**src/logic/rlp_pkg.sv**
```systemverilog
// Shared constants and types of the RGB lighting controller
package rlp_pkg;
	localparam int CLK_PERIOD_NS = 8;
	localparam int CLK_HZ = 1_000_000_000 / CLK_PERIOD_NS;
	localparam int BAUD_BPS = 9600;
	localparam int BIT_CYCLES = (CLK_HZ + BAUD_BPS / 2) / BAUD_BPS;
	localparam int PWM_TICK_NS = 1000;
	localparam int PWM_TICK_CYCLES = PWM_TICK_NS / CLK_PERIOD_NS;
	localparam int US_PER_S = 1_000_000;
	localparam int FREQ_LOW_HZ = 30;
	localparam int FREQ_MID_HZ = 120;
	localparam int FREQ_HIGH_HZ = 600;
	localparam logic [15:0] TOP_LOW = 16'(US_PER_S / FREQ_LOW_HZ - 1);
	localparam logic [15:0] TOP_MID = 16'(US_PER_S / FREQ_MID_HZ - 1);
	localparam logic [15:0] TOP_HIGH = 16'(US_PER_S / FREQ_HIGH_HZ - 1);
	localparam int DEBOUNCE_MS = 5;
	localparam int DEBOUNCE_CYCLES = DEBOUNCE_MS * 1_000_000 / CLK_PERIOD_NS;
	localparam int DEMO_TICK_MS = 10;
	localparam int DEMO_TICK_CYCLES = DEMO_TICK_MS * 1_000_000 / CLK_PERIOD_NS;
	localparam logic [15:0] BRIGHT_STEP = 16'h0100;
	localparam logic [7:0] FADE_STEP = 8'h08;
	localparam logic [7:0] FADE_TOP = 8'hf8;
	localparam logic [15:0] WHITE_GREEN_INIT = 16'h1000;
	localparam logic [8:0] WARM_RED = 9'h140;
	localparam logic [8:0] WARM_BLUE = 9'h0a0;
	localparam logic [8:0] COOL_RED = 9'h0e0;
	localparam logic [8:0] COOL_BLUE = 9'h120;
	localparam logic [47:0] PRESET [4] = '{48'h2000_0000_0000,
		48'h0000_2000_0000, 48'h0000_0000_2000, 48'h1800_1000_0400};
	typedef enum logic [1:0] {FREQ_30, FREQ_120, FREQ_600} rlp_freq_t;
	localparam int BTN_COLOR = 0;
	localparam int BTN_WHITE = 1;
	localparam int BTN_UP = 2;
	localparam int BTN_DOWN = 3;
	localparam int BTN_DEMO = 4;
	localparam int NUM_BTN = 5;
	localparam logic [7:0] CH_DEMO = 8'h64;
	localparam logic [7:0] CH_COLOR = 8'h63;
	localparam logic [7:0] CH_WB = 8'h77;
	localparam logic [7:0] CH_TEMP = 8'h74;
	localparam logic [7:0] CH_UP = 8'h2b;
	localparam logic [7:0] CH_DOWN = 8'h2d;
	localparam logic [7:0] CH_RED = 8'h72;
	localparam logic [7:0] CH_GREEN = 8'h67;
	localparam logic [7:0] CH_BLUE = 8'h62;
	localparam logic [7:0] CH_FREQ = 8'h66;
	localparam logic [7:0] CH_0 = 8'h30;
	localparam logic [7:0] CH_9 = 8'h39;
	localparam logic [7:0] CH_A = 8'h41;
	localparam logic [7:0] CH_F = 8'h46;
	localparam logic [7:0] CH_M = 8'h4d;
	localparam logic [7:0] CH_SP = 8'h20;
	localparam logic [7:0] CH_CR = 8'h0d;
	localparam logic [7:0] CH_LF = 8'h0a;
	localparam logic [119:0] MENU_TXT = "KEYS:dcwt+-rgbf";
	localparam logic [23:0] TXT_LOW = "030";
	localparam logic [23:0] TXT_MID = "120";
	localparam logic [23:0] TXT_HIGH = "600";
	localparam logic [5:0] REP_START = 6'h11;
	localparam logic [5:0] TXT_LAST = 6'h26;
	localparam int TXT_BITS = 312;
endpackage : rlp_pkg

```
**src/logic/rlp_debounce.sv**
```systemverilog
// Push-button debouncer: output follows input after it stays put
`timescale 1ns/100ps
module rlp_debounce #(
	parameter int P_CYCLES = 16
) (
	input wire logic i_ref_clk,
	input wire logic i_sys_rst,
	input wire logic i_raw,
	output logic o_level
);
	localparam int CW = $clog2(P_CYCLES + 1);
	logic [CW-1:0] cnt;

	always_ff @(posedge i_ref_clk) begin
		if (i_sys_rst || i_raw == o_level) begin
			cnt <= '0;
		end else if (cnt == CW'(P_CYCLES - 1)) begin
			cnt <= '0;
		end else begin
			cnt <= cnt + 1'b1;
		end
	end

	always_ff @(posedge i_ref_clk) begin
		if (i_sys_rst) begin
			o_level <= 1'b0;
		end else if (i_raw != o_level && cnt == CW'(P_CYCLES - 1)) begin
			o_level <= i_raw;
		end
	end
endmodule : rlp_debounce

```
**src/logic/rlp_fifo2.sv**
```systemverilog
// Two-entry buffer with valid and ready on both sides
`timescale 1ns/100ps
module rlp_fifo2 #(
	parameter int W = 8
) (
	input wire logic i_ref_clk,
	input wire logic i_sys_rst,
	input wire logic i_valid,
	output logic o_ready,
	input wire logic [W-1:0] i_data,
	output logic o_valid,
	input wire logic i_ready,
	output logic [W-1:0] o_data
);
	logic [W-1:0] slot1;
	logic [1:0] count;
	logic push;
	logic pop;

	assign o_ready = (count != 2'h2);
	assign o_valid = (count != 2'h0);
	assign push = i_valid && o_ready;
	assign pop = o_valid && i_ready;

	always_ff @(posedge i_ref_clk) begin
		if (i_sys_rst) begin
			count <= 2'h0;
			o_data <= '0;
			slot1 <= '0;
		end else begin
			count <= count + {1'b0, push} - {1'b0, pop};
			if (push && !pop) begin
				if (count == 2'h0) begin
					o_data <= i_data;
				end else begin
					slot1 <= i_data;
				end
			end else if (pop && !push) begin
				o_data <= slot1;
			end else if (pop && push) begin
				if (count == 2'h1) begin
					o_data <= i_data;
				end else begin
					o_data <= slot1;
					slot1 <= i_data;
				end
			end
		end
	end
endmodule : rlp_fifo2

```
**src/logic/rlp_lighting_ctrl.sv**
```systemverilog
// RGB lighting controller: PWM, host commands, buttons, demo
`timescale 1ns/100ps
//
// Summary of operation
// - Button free at power-up: host mode
// - Button held at power-up: standalone mode
// - Three edge-aligned PWMs from one timer
// - New duty takes effect next period
// - Host mode sends menu then settings
// - Auto white keeps ratio; steps scale all
// - Auto white derives red, blue from green
// - Hex input capitals; report four digits
// - Decode single-key host commands
// - Demo button toggles fading demo sequence
// - Colour button release: next preset, indicator
// - White button: auto white, swap temperature
// - Colour button leaves auto white
// - Two buttons step brightness opposite ways
// - Chord sequence advances PWM frequency
// - Frequency cycles 30, 120, 600 Hz
// - Frequency change keeps compare values
// - Frequency chord ignored during demo
// - Leaving demo restores 120 Hz
// - Separate tick timer paces demo
// - Serial link 9600 baud, 8N1
module rlp_lighting_ctrl import rlp_pkg::*; #(
	parameter int P_BIT_CYCLES = BIT_CYCLES,
	parameter int P_DEBOUNCE_CYCLES = DEBOUNCE_CYCLES,
	parameter int P_DEMO_TICK_CYCLES = DEMO_TICK_CYCLES,
	parameter logic [15:0] P_TOP_LOW = TOP_LOW,
	parameter logic [15:0] P_TOP_MID = TOP_MID,
	parameter logic [15:0] P_TOP_HIGH = TOP_HIGH
) (
	input wire logic i_ref_clk,
	input wire logic i_sys_rst,
	input wire logic i_color_mode_button,
	input wire logic i_white_button,
	input wire logic i_bright_a_button,
	input wire logic i_bright_b_button,
	input wire logic i_demo_button,
	input wire logic i_serial_rx,
	output logic o_serial_tx,
	output logic o_pwm_red,
	output logic o_pwm_green,
	output logic o_pwm_blue,
	output logic o_color_indicator,
	output logic o_white_indicator,
	output logic o_standalone
);
	function automatic logic [15:0] scale_sat(logic [15:0] x, logic [8:0] k);
		logic [24:0] p;
		p = x * k;
		scale_sat = p[24] ? 16'hffff : p[23:8];
	endfunction : scale_sat

	function automatic logic [7:0] hex_ch(logic [3:0] n);
		hex_ch = (n < 4'ha) ? CH_0 + {4'h0, n} : CH_A + {4'h0, n - 4'ha};
	endfunction : hex_ch

	// ----------------------------------------
	// Mode selection at power-up
	// ----------------------------------------
	logic mode_done;
	logic color_mask;
	logic sa;
	logic host;
	always_ff @(posedge i_ref_clk) begin
		if (i_sys_rst) begin
			mode_done <= 1'b0;
			o_standalone <= 1'b0;
		end else if (!mode_done) begin
			mode_done <= 1'b1;
			o_standalone <= i_color_mode_button;
		end
	end
	assign sa = mode_done && o_standalone;
	assign host = mode_done && !o_standalone;

	// ----------------------------------------
	// Buttons
	// ----------------------------------------
	logic [NUM_BTN-1:0] raw;
	logic [NUM_BTN-1:0] db;
	logic [NUM_BTN-1:0] db_q;
	logic [NUM_BTN-1:0] press;
	logic [NUM_BTN-1:0] rel;
	logic chord;
	logic freq_armed;
	assign raw = {i_demo_button, i_bright_b_button, i_bright_a_button,
		i_white_button, i_color_mode_button};
	for (genvar k = 0; k < NUM_BTN; k++) begin : g_deb
		rlp_debounce #(.P_CYCLES(P_DEBOUNCE_CYCLES)) u_deb (
			.i_ref_clk(i_ref_clk),
			.i_sys_rst(i_sys_rst),
			.i_raw(raw[k]),
			.o_level(db[k])
		);
	end
	assign press = db & ~db_q;
	assign rel = ~db & db_q;

	always_ff @(posedge i_ref_clk) begin
		if (i_sys_rst) begin
			db_q <= '0;
			chord <= 1'b0;
			freq_armed <= 1'b0;
			color_mask <= 1'b1;
		end else begin
			db_q <= db;
			// Hold-to-boot press must not count as a colour step
			if (rel[BTN_COLOR] || (!mode_done && !i_color_mode_button)) begin
				color_mask <= 1'b0;
			end
			if (rel[BTN_COLOR]) begin
				chord <= 1'b0;
				freq_armed <= 1'b0;
			end else if (db[BTN_COLOR] && press[BTN_WHITE]) begin
				chord <= 1'b1;
			end else if (db[BTN_COLOR] && rel[BTN_WHITE] && chord) begin
				freq_armed <= 1'b1;
			end
		end
	end

	// ----------------------------------------
	// Serial receiver
	// ----------------------------------------
	logic rx_busy;
	logic [15:0] rx_cnt;
	logic [3:0] rx_bit;
	logic [7:0] rx_sh;
	logic rx_valid;
	always_ff @(posedge i_ref_clk) begin
		if (i_sys_rst) begin
			rx_busy <= 1'b0;
			rx_cnt <= '0;
			rx_bit <= '0;
			rx_sh <= '0;
			rx_valid <= 1'b0;
		end else begin
			rx_valid <= 1'b0;
			if (!rx_busy) begin
				if (!i_serial_rx) begin
					rx_busy <= 1'b1;
					rx_bit <= 4'h0;
					rx_cnt <= 16'(P_BIT_CYCLES / 2);
				end
			end else if (rx_cnt != 16'h0) begin
				rx_cnt <= rx_cnt - 1'b1;
			end else begin
				rx_cnt <= 16'(P_BIT_CYCLES - 1);
				rx_bit <= rx_bit + 1'b1;
				if (rx_bit == 4'h0 && i_serial_rx) begin
					rx_busy <= 1'b0;
				end else if (rx_bit == 4'h9) begin
					rx_busy <= 1'b0;
					rx_valid <= i_serial_rx;
				end else if (rx_bit != 4'h0) begin
					rx_sh <= {i_serial_rx, rx_sh[7:1]};
				end
			end
		end
	end

	// ----------------------------------------
	// Host command decoder
	// ----------------------------------------
	typedef enum {HS_CMD, HS_HEX} rlp_hs_t;
	rlp_hs_t hs;
	logic [1:0] hex_chan;
	logic [1:0] hex_n;
	logic [15:0] hex_acc;
	logic is_hex;
	logic [3:0] nib;
	logic ev_load;
	logic rep_pend;
	assign is_hex = (rx_sh >= CH_0 && rx_sh <= CH_9)
		|| (rx_sh >= CH_A && rx_sh <= CH_F);
	assign nib = (rx_sh <= CH_9) ? rx_sh[3:0] : 4'(rx_sh - CH_A + 8'h0a);
	assign ev_load = host && rx_valid && hs == HS_HEX && is_hex
		&& hex_n == 2'h3;

	always_ff @(posedge i_ref_clk) begin
		if (i_sys_rst) begin
			hs <= HS_CMD;
			hex_chan <= 2'h0;
			hex_n <= 2'h0;
			hex_acc <= '0;
		end else if (host && rx_valid) begin
			unique case (hs)
				HS_CMD: begin
					hex_n <= 2'h0;
					if (rx_sh == CH_RED || rx_sh == CH_GREEN
						|| rx_sh == CH_BLUE) begin
						hs <= HS_HEX;
						hex_chan <= (rx_sh == CH_RED) ? 2'h0
							: (rx_sh == CH_GREEN) ? 2'h1 : 2'h2;
					end
				end
				HS_HEX: begin
					hex_acc <= {hex_acc[11:0], nib};
					hex_n <= hex_n + 1'b1;
					if (!is_hex || hex_n == 2'h3) begin
						hs <= HS_CMD;
					end
				end
			endcase
		end
	end

	// ----------------------------------------
	// Event merge
	// ----------------------------------------
	logic ev_demo;
	logic ev_color;
	logic ev_white;
	logic ev_wb;
	logic ev_temp;
	logic ev_up;
	logic ev_down;
	logic ev_freq;
	logic cmd;
	assign cmd = host && rx_valid && hs == HS_CMD;
	assign ev_demo = (sa && press[BTN_DEMO]) || (cmd && rx_sh == CH_DEMO);
	assign ev_color = (sa && rel[BTN_COLOR] && !freq_armed && !color_mask)
		|| (cmd && rx_sh == CH_COLOR);
	assign ev_white = sa && press[BTN_WHITE] && !db[BTN_COLOR];
	assign ev_wb = cmd && rx_sh == CH_WB;
	assign ev_temp = cmd && rx_sh == CH_TEMP;
	assign ev_up = (sa && press[BTN_UP]) || (cmd && rx_sh == CH_UP);
	assign ev_down = (sa && press[BTN_DOWN]) || (cmd && rx_sh == CH_DOWN);
	assign ev_freq = (sa && rel[BTN_COLOR] && freq_armed)
		|| (cmd && rx_sh == CH_FREQ);

	// ----------------------------------------
	// Settings
	// ----------------------------------------
	logic [15:0] duty_r;
	logic [15:0] duty_g;
	logic [15:0] duty_b;
	logic [1:0] preset_idx;
	logic [1:0] next_preset;
	logic wb_auto;
	logic temp_sel;
	logic demo_on;
	rlp_freq_t freq;
	rlp_freq_t next_freq;
	assign next_preset = preset_idx + 1'b1;
	assign next_freq = (freq == FREQ_30) ? FREQ_120
		: (freq == FREQ_120) ? FREQ_600 : FREQ_30;

	always_ff @(posedge i_ref_clk) begin
		if (i_sys_rst) begin
			demo_on <= 1'b0;
			freq <= FREQ_120;
		end else if (ev_demo) begin
			demo_on <= !demo_on;
			if (demo_on) begin
				freq <= FREQ_120;
			end
		end else if (ev_freq && !demo_on) begin
			freq <= next_freq;
		end
	end

	always_ff @(posedge i_ref_clk) begin
		if (i_sys_rst) begin
			{duty_r, duty_g, duty_b} <= '0;
			preset_idx <= 2'h0;
			wb_auto <= 1'b0;
			temp_sel <= 1'b0;
			o_color_indicator <= 1'b0;
			o_white_indicator <= 1'b0;
		end else if (ev_color) begin
			preset_idx <= next_preset;
			{duty_r, duty_g, duty_b} <= PRESET[next_preset];
			wb_auto <= 1'b0;
			o_color_indicator <= 1'b1;
			o_white_indicator <= 1'b0;
		end else if (ev_white || ev_wb || ev_temp) begin
			if ((ev_white || ev_temp) && wb_auto) begin
				temp_sel <= !temp_sel;
			end else if (ev_white || (ev_wb && !wb_auto)) begin
				wb_auto <= 1'b1;
				duty_g <= WHITE_GREEN_INIT;
			end else if (ev_wb) begin
				wb_auto <= 1'b0;
			end
			if (ev_white) begin
				o_white_indicator <= 1'b1;
				o_color_indicator <= 1'b0;
			end
		end else if (ev_up) begin
			duty_g <= (duty_g > ~BRIGHT_STEP) ? 16'hffff : duty_g + BRIGHT_STEP;
			if (!wb_auto) begin
				duty_r <= (duty_r > ~BRIGHT_STEP) ? 16'hffff
					: duty_r + BRIGHT_STEP;
				duty_b <= (duty_b > ~BRIGHT_STEP) ? 16'hffff
					: duty_b + BRIGHT_STEP;
			end
		end else if (ev_down) begin
			duty_g <= (duty_g < BRIGHT_STEP) ? 16'h0 : duty_g - BRIGHT_STEP;
			if (!wb_auto) begin
				duty_r <= (duty_r < BRIGHT_STEP) ? 16'h0 : duty_r - BRIGHT_STEP;
				duty_b <= (duty_b < BRIGHT_STEP) ? 16'h0 : duty_b - BRIGHT_STEP;
			end
		end else if (ev_load) begin
			// In auto white only green is accepted; the rest follows it
			if (hex_chan == 2'h1) begin
				duty_g <= {hex_acc[11:0], nib};
			end else if (!wb_auto && hex_chan == 2'h0) begin
				duty_r <= {hex_acc[11:0], nib};
			end else if (!wb_auto) begin
				duty_b <= {hex_acc[11:0], nib};
			end
		end
	end

	// ----------------------------------------
	// Demo sequencer on its own tick timer
	// ----------------------------------------
	logic [20:0] demo_cnt;
	logic demo_tick;
	logic [7:0] level;
	logic fade_down;
	logic [1:0] demo_idx;
	assign demo_tick = demo_cnt == 21'(P_DEMO_TICK_CYCLES - 1);
	always_ff @(posedge i_ref_clk) begin
		if (i_sys_rst || !demo_on) begin
			demo_cnt <= '0;
			level <= 8'h0;
			fade_down <= 1'b0;
			demo_idx <= 2'h0;
		end else begin
			demo_cnt <= demo_tick ? 21'h0 : demo_cnt + 1'b1;
			if (demo_tick && !fade_down) begin
				level <= level + FADE_STEP;
				fade_down <= (level + FADE_STEP >= FADE_TOP);
			end else if (demo_tick) begin
				level <= level - FADE_STEP;
				if (level == FADE_STEP) begin
					fade_down <= 1'b0;
					demo_idx <= demo_idx + 1'b1;
				end
			end
		end
	end

	// ----------------------------------------
	// Effective values and PWM
	// ----------------------------------------
	logic [15:0] eff_r;
	logic [15:0] eff_g;
	logic [15:0] eff_b;
	logic [15:0] out_r;
	logic [15:0] out_g;
	logic [15:0] out_b;
	logic [47:0] dc;
	assign dc = PRESET[demo_idx];
	assign eff_g = duty_g;
	assign eff_r = wb_auto ? scale_sat(duty_g, temp_sel ? COOL_RED : WARM_RED)
		: duty_r;
	assign eff_b = wb_auto ? scale_sat(duty_g, temp_sel ? COOL_BLUE : WARM_BLUE)
		: duty_b;
	assign out_r = demo_on ? scale_sat(dc[47:32], {1'b0, level}) : eff_r;
	assign out_g = demo_on ? scale_sat(dc[31:16], {1'b0, level}) : eff_g;
	assign out_b = demo_on ? scale_sat(dc[15:0], {1'b0, level}) : eff_b;

	logic [6:0] presc;
	logic us_tick;
	logic [15:0] pwm_cnt;
	logic [15:0] top;
	logic period_end;
	logic [15:0] sh_r;
	logic [15:0] sh_g;
	logic [15:0] sh_b;
	assign us_tick = presc == 7'(PWM_TICK_CYCLES - 1);
	assign top = (freq == FREQ_30) ? P_TOP_LOW
		: (freq == FREQ_120) ? P_TOP_MID : P_TOP_HIGH;
	// A shorter new period must not let the counter run past its top
	assign period_end = us_tick && pwm_cnt >= top;
	always_ff @(posedge i_ref_clk) begin
		if (i_sys_rst) begin
			presc <= '0;
			pwm_cnt <= '0;
			{sh_r, sh_g, sh_b} <= '0;
			{o_pwm_red, o_pwm_green, o_pwm_blue} <= 3'h0;
		end else begin
			presc <= us_tick ? 7'h0 : presc + 1'b1;
			if (period_end) begin
				pwm_cnt <= 16'h0;
				{sh_r, sh_g, sh_b} <= {out_r, out_g, out_b};
			end else if (us_tick) begin
				pwm_cnt <= pwm_cnt + 1'b1;
			end
			o_pwm_red <= pwm_cnt < sh_r;
			o_pwm_green <= pwm_cnt < sh_g;
			o_pwm_blue <= pwm_cnt < sh_b;
		end
	end

	// ----------------------------------------
	// Menu and report text, buffer, transmitter
	// ----------------------------------------
	logic gen_started;
	logic gen_busy;
	logic [5:0] gen_idx;
	logic [TXT_BITS-1:0] txt;
	logic [7:0] gen_ch;
	logic f_ready;
	logic f_valid;
	logic [7:0] f_data;
	logic tx_busy;
	logic [9:0] tx_sh;
	logic [3:0] tx_bit;
	logic [15:0] tx_cnt;
	assign txt = {MENU_TXT, CH_CR, CH_LF, wb_auto ? CH_A : CH_M, CH_SP,
		(freq == FREQ_30) ? TXT_LOW : (freq == FREQ_120) ? TXT_MID : TXT_HIGH,
		CH_SP, hex_ch(eff_r[15:12]), hex_ch(eff_r[11:8]), hex_ch(eff_r[7:4]),
		hex_ch(eff_r[3:0]), CH_SP, hex_ch(eff_g[15:12]), hex_ch(eff_g[11:8]),
		hex_ch(eff_g[7:4]), hex_ch(eff_g[3:0]), CH_SP, hex_ch(eff_b[15:12]),
		hex_ch(eff_b[11:8]), hex_ch(eff_b[7:4]), hex_ch(eff_b[3:0]),
		CH_CR, CH_LF};
	assign gen_ch = txt[9'(TXT_BITS - 8) - {gen_idx, 3'h0} +: 8];

	always_ff @(posedge i_ref_clk) begin
		if (i_sys_rst) begin
			gen_started <= 1'b0;
			gen_busy <= 1'b0;
			gen_idx <= '0;
			rep_pend <= 1'b0;
		end else begin
			if (cmd || ev_load) begin
				rep_pend <= 1'b1;
			end
			if (host && !gen_started) begin
				gen_started <= 1'b1;
				gen_busy <= 1'b1;
				gen_idx <= 6'h0;
			end else if (!gen_busy && rep_pend) begin
				rep_pend <= cmd || ev_load;
				gen_busy <= 1'b1;
				gen_idx <= REP_START;
			end else if (gen_busy && f_ready) begin
				gen_idx <= gen_idx + 1'b1;
				gen_busy <= gen_idx != TXT_LAST;
			end
		end
	end

	rlp_fifo2 #(.W(8)) u_txbuf (
		.i_ref_clk(i_ref_clk),
		.i_sys_rst(i_sys_rst),
		.i_valid(gen_busy),
		.o_ready(f_ready),
		.i_data(gen_ch),
		.o_valid(f_valid),
		.i_ready(!tx_busy),
		.o_data(f_data)
	);

	always_ff @(posedge i_ref_clk) begin
		if (i_sys_rst) begin
			tx_busy <= 1'b0;
			tx_sh <= '1;
			tx_bit <= '0;
			tx_cnt <= '0;
			o_serial_tx <= 1'b1;
		end else if (!tx_busy) begin
			if (f_valid) begin
				tx_busy <= 1'b1;
				tx_sh <= {1'b1, f_data, 1'b0};
				tx_bit <= 4'h0;
				tx_cnt <= 16'h0;
			end
		end else if (tx_cnt == 16'h0) begin
			o_serial_tx <= tx_sh[0];
			tx_sh <= {1'b1, tx_sh[9:1]};
			tx_cnt <= 16'(P_BIT_CYCLES - 1);
			tx_bit <= tx_bit + 1'b1;
			tx_busy <= tx_bit != 4'ha;
		end else begin
			tx_cnt <= tx_cnt - 1'b1;
		end
	end
endmodule : rlp_lighting_ctrl

```
**config.mk**
```make
export PLATFORM = sky130hd
export DESIGN_NAME = rlp_lighting_ctrl
export DESIGN_NICKNAME = d
export VERILOG_FILES = /design/src/logic/rlp_pkg.sv /design/src/logic/rlp_debounce.sv /design/src/logic/rlp_fifo2.sv /design/src/logic/rlp_lighting_ctrl.sv
export SDC_FILE = /design/constraint.sdc
export NUM_CORES = 1
export LEC_CHECK = 0
export BUFFER_PORTS_ARGS = -buffer_cell sky130_fd_sc_hd__buf_2
export CAP_MARGIN = 25
export CORE_MARGIN = 10
export CORE_UTILIZATION = 35
export DETAILED_ROUTE_END_ITERATION = 12
export HOLD_SLACK_MARGIN = 0.03
export PLACE_DENSITY = 0.45
export SETUP_SLACK_MARGIN = 0.15
export SLEW_MARGIN = 20
export SYNTH_ARGS = -nofsm -noshare
export SYNTH_HDL_FRONTEND = slang
export SYNTH_HIERARCHICAL = 1
export SYNTH_SLANG_ARGS = --single-unit
```
**constraint.sdc**
```tcl
create_clock -name i_ref_clk -period 7.3 [get_ports i_ref_clk]
set_clock_uncertainty 0.05 [all_clocks]
set_input_delay 0.73 -clock i_ref_clk [delete_from_list [all_inputs] [get_ports i_ref_clk]]
set_output_delay 0.73 -clock i_ref_clk [all_outputs]
set_load 0.02 [all_outputs]
```
### Word level (Yosys, flattened, before mapping)

Cells that the tools add are included.
Widths: inputs -> output; s select.

| storage, ports and cells | value |
|---|---|
| flip-flop bits (word level) | 415 |
| input port bits | 8 |
| output and inout port bits | 7 |

| operators by class | value |
|---|---|
| $add $sub $neg | 65 |
| multiply operators | 5 |
| magnitude comparators | 29 |
| equality and inequality tests | 56 |
| shift operators | 1 |
| multiplexer cells | 129 |
| bitwise gates (word level) | 14 |
| reductions and logical operators | 143 |

Operators by type and width:

| kind | count |
|---|---|
| $mux 16 | 47 |
| $shiftx 312x10->8 | 1 |
| $bmux 48 s2 | 2 |
| $mux 48 | 4 |
| $mux 8 | 24 |
| $add 20x1->20 const B | 5 |
| $eq 20x20->1 const B | 5 |
| $add 7x4->8 const A | 12 |
| $add 6x4->7 const A | 12 |
| $mul 16x8->24 | 3 |
| $eq 8x7->1 const B | 8 |
| $logic_not 32->1 | 2 |
| $mux 32 | 2 |
| $pmux 32 s2 | 1 |
| $mul 16x9->25 | 2 |
| $add 16x9->16 const B | 3 |
| $gt 16x16->1 const B | 3 |
| $logic_and 1x1->1 | 48 |
| $lt 16x16->1 | 3 |
| $lt 16x9->1 const B | 3 |
| $lt 4x4->1 const B | 12 |
| $sub 16x9->16 const B | 3 |
| $sub 4x4->4 const B | 12 |
| $mux 19 | 2 |
| 70 further kinds | 223 |

### Logic depth before layout (Yosys ltp)

Gate-level depths: netlist of the first run.

| depth | value |
|---|---|
| word-level depth | 12 |
| gate-level depth with buffers | 29 |

### Hierarchy

Netlist of the first run, hierarchy kept.

Modules (own cells, without submodules):

| module | times used | cells an instance | area an instance (um^2) | sequential area each (um^2) |
|---|---|---|---|---|
| rlp_lighting_ctrl | 1 | 2758 | 21674.5 | 5144.9 |
| rlp_debounce | 5 | 114 | 997.2 | 420.4 |
| rlp_fifo2 | 1 | 104 | 997.2 | 360.3 |

### Least setup slack after synthesis of the first run

OpenSTA, ideal clock, no wires.

| path | value |
|---|---|
| path type | register to register |
| start | reg temp_sel |
| end | reg u_txbuf.o_data[3] |
| library setup time | 91 ps |
| arrival time | 5905 ps |
| data required time | 7159 ps |
| path slack | 1254 ps |
| stages on the path, launching flop included | 29 |
| buffers on the path | 4 |
| clock period less this slack | 6046 ps |
| cells stage by stage | dfxtp_1 > buf_1 > clkbuf_1 > o21ai_0 > ha_1 > inv_1 > fa_1 > inv_1 > ha_1 > ha_1 > ha_1 > a21oi_1 > o21ai_1 > a2111oi_2 > nor3_2 > nor2_2 > buf_6 > buf_2 > a21oi_1 > a21oi_1 > ha_1 > inv_1 > a311oi_2 > xnor2_1 > a311o_1 > a31o_1 > o311ai_1 > o21ai_0 > a311oi_1 |

| between the ends | value |
|---|---|
| longest elaborated chain between the ends | 12 |
| elaborated cells on any way between the ends | 54 |

RTL lines:

| what | line | source |
|---|---|---|
| from (decl) | rlp_lighting_ctrl.sv:244 | `logic temp_sel;` |
| from (signal assigned) | rlp_lighting_ctrl.sv:282 | `temp_sel <= !temp_sel;` |
| $mux 9 (on tied branches) | rlp_lighting_ctrl.sv:363, rlp_lighting_ctrl.sv:361 |  |
| $mul 16x9->25 | rlp_lighting_ctrl.sv:52 | `p = x * k;` |
| $mux 16 | rlp_lighting_ctrl.sv:53 | `scale_sat = p[24] ? 16'hffff : p[23:8];` |
| $mux 16 (on tied branches) | rlp_lighting_ctrl.sv:363, rlp_lighting_ctrl.sv:361 |  |
| $sub 4x4->4 | rlp_lighting_ctrl.sv:57 | `hex_ch = (n < 4'ha) ? CH_0 + {4'h0, n} : CH_A + {4'h0, n - 4'ha};` |
| $add 7x4->8 | rlp_lighting_ctrl.sv:57 |  |
| $mux 8 | rlp_lighting_ctrl.sv:57 |  |
| $shiftx 312x10->8 (*) | rlp_lighting_ctrl.sv:424 | `assign gen_ch = txt[9'(TXT_BITS - 8) - {gen_idx, 3'h0} +: 8];` |
| net gen_ch[3] | rlp_lighting_ctrl.sv:409 | `logic [7:0] gen_ch;` |
| $mux 8 | rlp_fifo2.sv:41 | `if (count == 2'h1) begin` |
| $mux 8 | rlp_fifo2.sv:40 | `end else if (pop && push) begin` |
| $mux 8 | rlp_fifo2.sv:38 | `end else if (pop && !push) begin` |
| $mux 8 (*) | rlp_fifo2.sv:32 | `if (push && !pop) begin` |
| to (signal assigned) | rlp_fifo2.sv:34 | `o_data <= i_data;` |
| to (signal assigned) | rlp_fifo2.sv:39 | `o_data <= slot1;` |
| to (signal assigned) | rlp_fifo2.sv:42 | `o_data <= i_data;` |
| to (decl) | rlp_fifo2.sv:13 | `output logic [W-1:0] o_data` |

The timed path passes the listed nets; every way through them passes the cells marked *. The select of a mux whose other input is x is not followed.
A chain may end at the register's enable or synchronous reset.

### Worst setup path after layout of the first run

| path | value |
|---|---|
| start | reg duty_g[10] |
| end | reg u_txbuf.o_data[3] |

| between the ends | value |
|---|---|
| longest elaborated chain between the ends | 11 |
| elaborated cells on any way between the ends | 57 |

RTL lines:

| what | line | source |
|---|---|---|
| from (decl) | rlp_lighting_ctrl.sv:239 | `logic [15:0] duty_g;` |
| from (signal assigned) | rlp_lighting_ctrl.sv:276 | `{duty_r, duty_g, duty_b} <= PRESET[next_preset];` |
| from (signal assigned) | rlp_lighting_ctrl.sv:294 | `duty_g <= (duty_g > ~BRIGHT_STEP) ? 16'hffff : duty_g + BRIGHT_STEP;` |
| from (signal assigned) | rlp_lighting_ctrl.sv:302 | `duty_g <= (duty_g < BRIGHT_STEP) ? 16'h0 : duty_g - BRIGHT_STEP;` |
| $mul 16x9->25 | rlp_lighting_ctrl.sv:52 |  |
| $mux 16 | rlp_lighting_ctrl.sv:53 |  |
| $mux 16 (on tied branches) | rlp_lighting_ctrl.sv:363, rlp_lighting_ctrl.sv:361 |  |
| $sub 4x4->4 | rlp_lighting_ctrl.sv:57 |  |
| $add 7x4->8 | rlp_lighting_ctrl.sv:57 |  |
| $mux 8 | rlp_lighting_ctrl.sv:57 |  |
| $shiftx 312x10->8 (*) | rlp_lighting_ctrl.sv:424 |  |
| net gen_ch[3] | rlp_lighting_ctrl.sv:409 |  |
| $mux 8 | rlp_fifo2.sv:41 |  |
| $mux 8 | rlp_fifo2.sv:40 |  |
| $mux 8 | rlp_fifo2.sv:38 |  |
| $mux 8 (*) | rlp_fifo2.sv:32 |  |

Marked as above.

==> results.md, run 1 <==
* Status: finished, final reports clean
* CP Capture Type: flop
* Final nets at 3739
* Worst slew margin at 27.6%
* Post-synth top area share at 27.5%
* Mapped Cells at 3432
* CORE AREA at 78600 um^2
* CP Launch Type: flop
* DRT met1 WL at 40.4 mm
* Total gr overflow at 0
* First-pass GRT wire length at 137 mm
* Most common cell in the netlist: nor2_1
* DIE AREA at 90700 um^2
* DR vias/cell at 5.49
* Peak supply drop at 183 uV
* Critical path type: reg2reg
* Share of cells above drive strength 1 at 6.21%
* Pre-CTS WS at 0.403 ns
* Die Height at 301 um
* Synth area leaders: dfxtp_1, ha_1, nor2_1
* Clock Latency Late Sink at 0.61 ns
* CP Max Fanout at 11
* Row Count at 103
* Pwr dens at 187 nW/um^2
* Lkg Pwr at 11.9 nW
* 1st-iter DRT viols at 1578
* Dpl hpwl at 65.3 mm
* Met3 WL at 3.92 mm
* Count of pins over their slew limit at 0
* DP Area at 28700 um^2
* Final worst-path cycle share at 93.5%
* GRT Overall Usage at 18.7%
* Hold_buf cts at 0
* H-tree levels at 2
* Placed insts at 4394
* Number of library cell types mapped by synthesis at 115
* Synth Area in Simple Gates at 22.8%
* Setup ws final at 0.472 ns
* Area of the multi-input gates at 18500 um^2
* Post-route cell area at 30300 um^2
* Worst hold-check path type: in2reg
* Clk sinks at 380
* DRC viols at 0
* Metal2 WL at 39.8 mm
* Largest family of logic cells by synthesized area: simple AND/OR/NAND/NOR gates
* Via count at 24600
* Post-Synth Adder-Cell Area at 16.2%
* Largest net degree at the start of global routing at 85
* CTS Buf Count at 48
* Syn. warnings at 6
* Syn Std Cell Area at 27700 um^2
* Seq cells post-synth at 380
* Worst path required time at 7.77 ns
* Synth Area in XOR/XNOR at 6.81%
* Fmax at 0.146 GHz
* Post-synthesis mux area share at 1.28%
* DR WL/cell at 19.2 um
* Post-synth EDFFs at 0
* Number of global-route vias before repair at 24100
* Final Hold Viols at 0
* Wirelength, routed at 86.1 mm
* Sequential area share after synthesis at 27.5%
* Largest area contributor in the netlist: dfxtp_1
* Clock Root Buffer: clkbuf_16
* FF/Latch Area at 7610 um^2
* Least-Margin Pin Slew at 1.08 ns
* Initial core utilization at 35.2%
* RSZ-0062 raised after global routing: true
* I/O Buffers at 14
* Top FF cell, synth: dfxtp_1
* Non-filler cells, final at 4480
* I/O pin total at 15
* Critical Path AT at 7.30 ns
* Synth Area in Compound Gates at 19.6%
* CTS tree: built
* Tmin final at 6.83 ns
* Antenna Nets Post-Route at 0
* Commonest cells in the synthesized netlist: nor2_1, dfxtp_1, ha_1
* Reg-to-reg slack, setup at 0.47 ns
* Inserted Diodes at 0
* Mean post-synth cell area at 8.06 um^2
* Highest Signal Layer: met4
* Async SR Flop Fraction at 0%
* Max cap viols at 0
* Final-report setup violation count at 0
* Reg clk slew, reported paths at 0.06 ns
* # fillers at 8157
* RePlAce Congestion at 0.938
* Maximum clock insertion buffer count at 3
* Synth-to-layout area growth at 9.69%
* Initial antenna violation count at 0
* DR pass1 iterations at 7
* TNS Setup at 0 ns
* Die width at 301 um
==> placed cells by master (no fill, tap or decap), types with 18 or more instances in the layout <==
| master | instances |
|---|---|
| nor2_1 | 405 |
| dfxtp_1 | 378 |
| ha_1 | 303 |
| nand2_1 | 257 |
| inv_1 | 237 |
| a21oi_1 | 235 |
| o21ai_0 | 142 |
| xnor2_1 | 134 |
| nor3_1 | 105 |
| nand3_1 | 91 |
| xor2_1 | 81 |
| nand4_1 | 59 |
| a211oi_1 | 55 |
| clkbuf_16 | 49 |
| a21o_1 | 40 |
| or3_1 | 39 |
| o22ai_1 | 39 |
| buf_4 | 38 |
| and2_1 | 36 |
| and3_1 | 35 |
| fa_1 | 34 |
| a31oi_1 | 32 |
| nand2b_1 | 32 |
| mux2i_1 | 32 |
| a311oi_1 | 30 |
| o211ai_1 | 29 |
| nor2b_1 | 27 |
| o31ai_1 | 26 |
| nor4_1 | 25 |
| or4_1 | 24 |
| conb_1 | 18 |
==> report_power, final <==
part / internal (W) / switching (W)
combinational: 0.000336 / 0.000585
sequential: 0.00219 / 0.000118
clock: 0.00144 / 0.000996
==> sequential cells by signal (all words and copies together), names as in the netlist, 6 cells and up <==
| signal | count |
|---|---|
| sh_r | 16 |
| tx_sh | 9 |
| hex_acc | 12 |
| duty_r | 16 |
| u_txbuf/slot1 | 8 |
| duty_g | 16 |
| rx_sh | 8 |
| rx_cnt | 16 |
| tx_cnt | 16 |
| duty_b | 16 |
| gen_idx | 6 |
| sh_g | 16 |
| pwm_cnt | 16 |
| demo_cnt | 21 |
| g_deb.u_deb/cnt | 100 |
| presc | 7 |
| sh_b | 16 |
| u_txbuf/o_data | 8 |
==> per-stage QoR <==
step,utilization [%],power [W],hold WS [ns]
floorplan,-,0.00305,0.363
global placement,36.5,0.00326,0.371
detailed placement,36.5,0.00328,0.384
CTS,38.6,0.00577,0.334
global route,38.6,0.00599,0.350
finish,38.6,0.00567,0.368
==> timing repair <==
action                                  in CTS  in global routing
buffers inserted                             0                  0
gates resized for setup                      0                  3
endpoints found under the setup margin       0                  4
==> critical path, stage by stage (launching register included) <==
cell	delay, ns
dfxtp_1	0.61
inv_1	0.34
o21ai_0	0.26
ha_1	0.18
inv_1	0.05
fa_1	0.48
inv_1	0.05
ha_1	0.29
ha_1	0.31
ha_1	0.38
a21oi_1	0.19
o21ai_1	0.20
a2111oi_2	0.55
a21oi_1	0.11
xnor2_1	0.52
nand3_1	0.14
o21ai_0	0.25
ha_1	0.24
inv_1	0.05
a311oi_2	0.21
xnor2_1	0.09
a311o_1	0.36
a31o_1	0.24
o311ai_1	0.14
o21ai_0	0.17
a311oi_1	0.26
==> final cells by class <==
class	count	share of cell area [%]
Multi-Input combinational cell	2671	61.1
Clock inverter	16	0.668
Sequential cell	380	25.1
Timing Repair Buffer	52	1.19
Clock buffer	70	4.63
Tap cell	1050	4.33
Inverter	241	2.98
==> final timing paths <==
check / startpoint / endpoint / cells past startpoint
min: i_serial_rx / rx_valid / 3
max reg2reg: duty_g[10] / u_txbuf/o_data[3] / 25
min reg2reg: demo_cnt[0] / demo_cnt[0] / 1
max: duty_g[10] / u_txbuf/o_data[3] / 25
==> cell families (layout without fill, tap and decap cells) <==
logic type	after synthesis	count (layout)
and+or+nand+nor	1263	1263
AOI/OAI and AO/OA	803	803
buffers and inverters	397	379
DFF	380	380
adders and majority gates	337	337
xor gates and xnor gates	215	215
muxes	35	35
other	2	18
==> layer usage <==
metal  vias up  global-route usage, %
met5         -                      0
met4         0                   5.01
met3       113                   2.28
met2       575                   30.9
met1     11800                   25.4
li1      12100                      -
Power figures use the tool's default switching activity.
==> run 2: changes to the inputs <==
CORE_ASPECT_RATIO = 0.75   (was unset)
==> results.md, run 2 (synthesized netlist as in run 1, its figures left out) <==
* Status: finished, final reports clean (unchanged)
* Fmax at 0.146 GHz (about the same)
* TNS Setup at 0 ns (unchanged)
* CTS tree: built (unchanged)
* RSZ-0062 raised after global routing: false (was true)
* Die Height at 263 um (was 301 um)
* Tmin final at 6.84 ns (was 6.83 ns)
* Critical path type: reg2reg (unchanged)
* Clock Root Buffer: clkbuf_16 (unchanged)
* CP Launch Type: flop (unchanged)
* Least-Margin Pin Slew at 1.09 ns (was 1.08 ns)
* Post-route cell area at 30400 um^2 (was 30300 um^2)
* Critical Path AT at 7.24 ns (was 7.30 ns)
* Initial antenna violation count at 4 (was 0)
* DR WL/cell at 20.0 um (was 19.2 um)
* Most frequent cells in the layout: nor2_1, dfxtp_1, ha_1 (unchanged)
* Post-CTS setup buffers at 0 (unchanged)
* Share of cells above drive strength 1 at 6.61% (was 6.21%)
* CP Capture Type: flop (unchanged)
* CTS Buf Count at 45 (was 48)
* FF/Latch Area at 7610 um^2 (about the same)
* FF-to-FF path depth at 22 (was 25)
* Top reg by flops: g_deb.u_deb/cnt (unchanged)
* Critical Path, Cell by Cell: inv_1 > o21ai_0 > ha_1 > inv_1 > fa_1 > inv_1 > ha_1 > ha_1 > ha_1 > a21oi_1 > o21ai_1 > o32ai_1 > nor3_2 > nor2_2 > buf_4 > a31o_1 > and3b_1 > and3_1 > o31ai_1 > a41oi_1 > o21ai_0 > a311oi_1
* CP Max Fanout at 18 (was 11)
* Pwr dens at 186 nW/um^2 (was 187 nW/um^2)
* Antenna Nets Post-Route at 0 (unchanged)
* DRC viols at 0 (unchanged)
* I/O pin total at 15 (unchanged)
* Worst path most repeated cell: ha_1 (unchanged)
* Max cap viols at 0 (unchanged)
* Largest net degree at the start of global routing at 86 (was 85)
* DR vias/cell at 5.55 (was 5.49)
* First-pass GRT wire length at 140 mm (was 137 mm)
* Inserted Diodes at 0 (unchanged)
* Resize count post-CTS at 0 (unchanged)
* Clk sinks at 380 (unchanged)
* # fillers at 8075 (was 8157)
* WHS Path Cells at 3 (unchanged)
* H-tree levels at 2 (unchanged)
* CP max-delay cell: dfxtp_2 (was dfxtp_1)
* Via count at 24800 (was 24600)
* Top flop regs: g_deb.u_deb/cnt: 100 flops, demo_cnt: 21 flops (unchanged)
* Dpl hpwl at 68.2 mm (was 65.3 mm)
* GRT Overall Usage at 19.2% (was 18.7%)
* Row Count at 89 (was 103)
* Die width at 345 um (was 301 um)
* CORE AREA at 78500 um^2 (was 78600 um^2)
* Commonest non-fill, non-tap cell in the layout: nor2_1 (unchanged)
* Final-report setup violation count at 0 (unchanged)
* 1st-iter DRT viols at 2199 (was 1578)
* Number of global-route vias before repair at 23700 (was 24100)
* Worst path required time at 7.69 ns (was 7.77 ns)
* Crit path buffers/inverters at 4 (unchanged)
* DP Area at 28800 um^2 (was 28700 um^2)
* Synth-to-layout area growth at 9.84% (was 9.69%)
* CP max stage delay at 0.56 ns (was 0.61 ns)
* Reg clk slew, reported paths at 0.06 ns (about the same)
* Wirelength, routed at 89.7 mm (was 86.1 mm)
* Final nets at 3745 (was 3739)
* Peak supply drop at 164 uV (was 183 uV)
* DR pass1 iterations at 5 (was 7)
* Area of the multi-input gates at 18600 um^2 (was 18500 um^2)
* Hold_buf cts at 0 (unchanged)
* RePlAce Congestion at 0.926 (was 0.938)
* I/O Buffers at 14 (unchanged)
* Total gr overflow at 0 (unchanged)
* Initial core utilization at 35.2% (about the same)
* Lkg Pwr at 11.9 nW (about the same)
* Final Hold Viols at 0 (unchanged)
* Count of pins over their slew limit at 0 (unchanged)
* Clock Latency Late Sink at 0.61 ns (about the same)
* Final worst-path cycle share at 93.7% (was 93.5%)
* Worst hold-check path type: in2reg (unchanged)
* Maximum clock insertion buffer count at 3 (unchanged)
* DIE AREA at 90800 um^2 (was 90700 um^2)
* Worst slew margin at 26.4% (was 27.6%)
* CP top delay family: compound AO/OA/AOI/OAI gates (unchanged)
* Max reg flops at 100 (unchanged)
* CP Depth at 22 (was 25)
-- run 2: changes by cell type in the layout (fill, tap and decap cells not counted), moves of 2 or more --
cell	change
a2111oi_2	-2
clkbuf_16	-3
buf_4	+9
inv_6	+2
clkinvlp_4	-2
bufinv_16	+2
clkinv_2	+3
dfxtp_1	-3
dfxtp_2	+3
clkbuf_1	-4
-- run 2: power breakdown --
| group | internal, W | leakage [nW] | switching [W] | total [W] |
|---|---|---|---|---|
| clock | 0.00143 | 0.779 | 0.000969 | 0.00240 |
| sequential | 0.00219 | 3.08 | 0.000119 | 0.00231 |
| combinational | 0.000338 | 8.07 | 0.000602 | 0.000940 |
| total | 0.00396 | 11.9 | 0.00169 | 0.00565 |
-- run 2: worst paths after layout --
kind / startpoint / to / slack [ns]
setup / recovery: duty_g[8] / u_txbuf/o_data[2] / 0.46
hold / removal: i_serial_rx / rx_valid / 0.36
setup reg to reg: duty_g[8] / u_txbuf/o_data[2] / 0.46
hold reg to reg: demo_cnt[0] / demo_cnt[0] / 0.40
-- run 2: area by class of cell --
| cell class | count | share of cell area (%) |
|---|---|---|
| Clock buffer | 62 | 4.28 |
| Sequential cell | 380 | 25.1 |
| Clock inverter | 20 | 0.865 |
| Inverter | 241 | 2.99 |
| Multi-Input combinational cell | 2671 | 61.1 |
| Timing Repair Buffer | 61 | 1.41 |
| Tap cell | 1046 | 4.31 |
-- run 2: metal layers --
layer | share of wire [%] | track usage, %
met1 | 53 | 30.3
met2 | 39 | 26.2
met3 | 6.7 | 3.55
met4 | 1.7 | 3.83
met5 | 0 | 0
-- run 2: through the flow --
stage	power [W]	instances	util [%]	worst slack [ns]	hold WS (ns)
floorplan	0.00305	3448	-	1.25	0.363
global placement	0.00327	4399	36.7	0.381	0.376
detailed placement	0.00329	4399	36.7	0.239	0.385
CTS	0.00574	4481	38.7	0.244	0.316
global route	0.00595	4481	38.7	0.156	0.349
finish	0.00565	4481	38.7	0.458	0.359
-- run 2: tightest hold or removal path: cells and delay by family --
family,cells,cell delay (ns)
simple gates,2,0.10
buf+inv,1,0.14
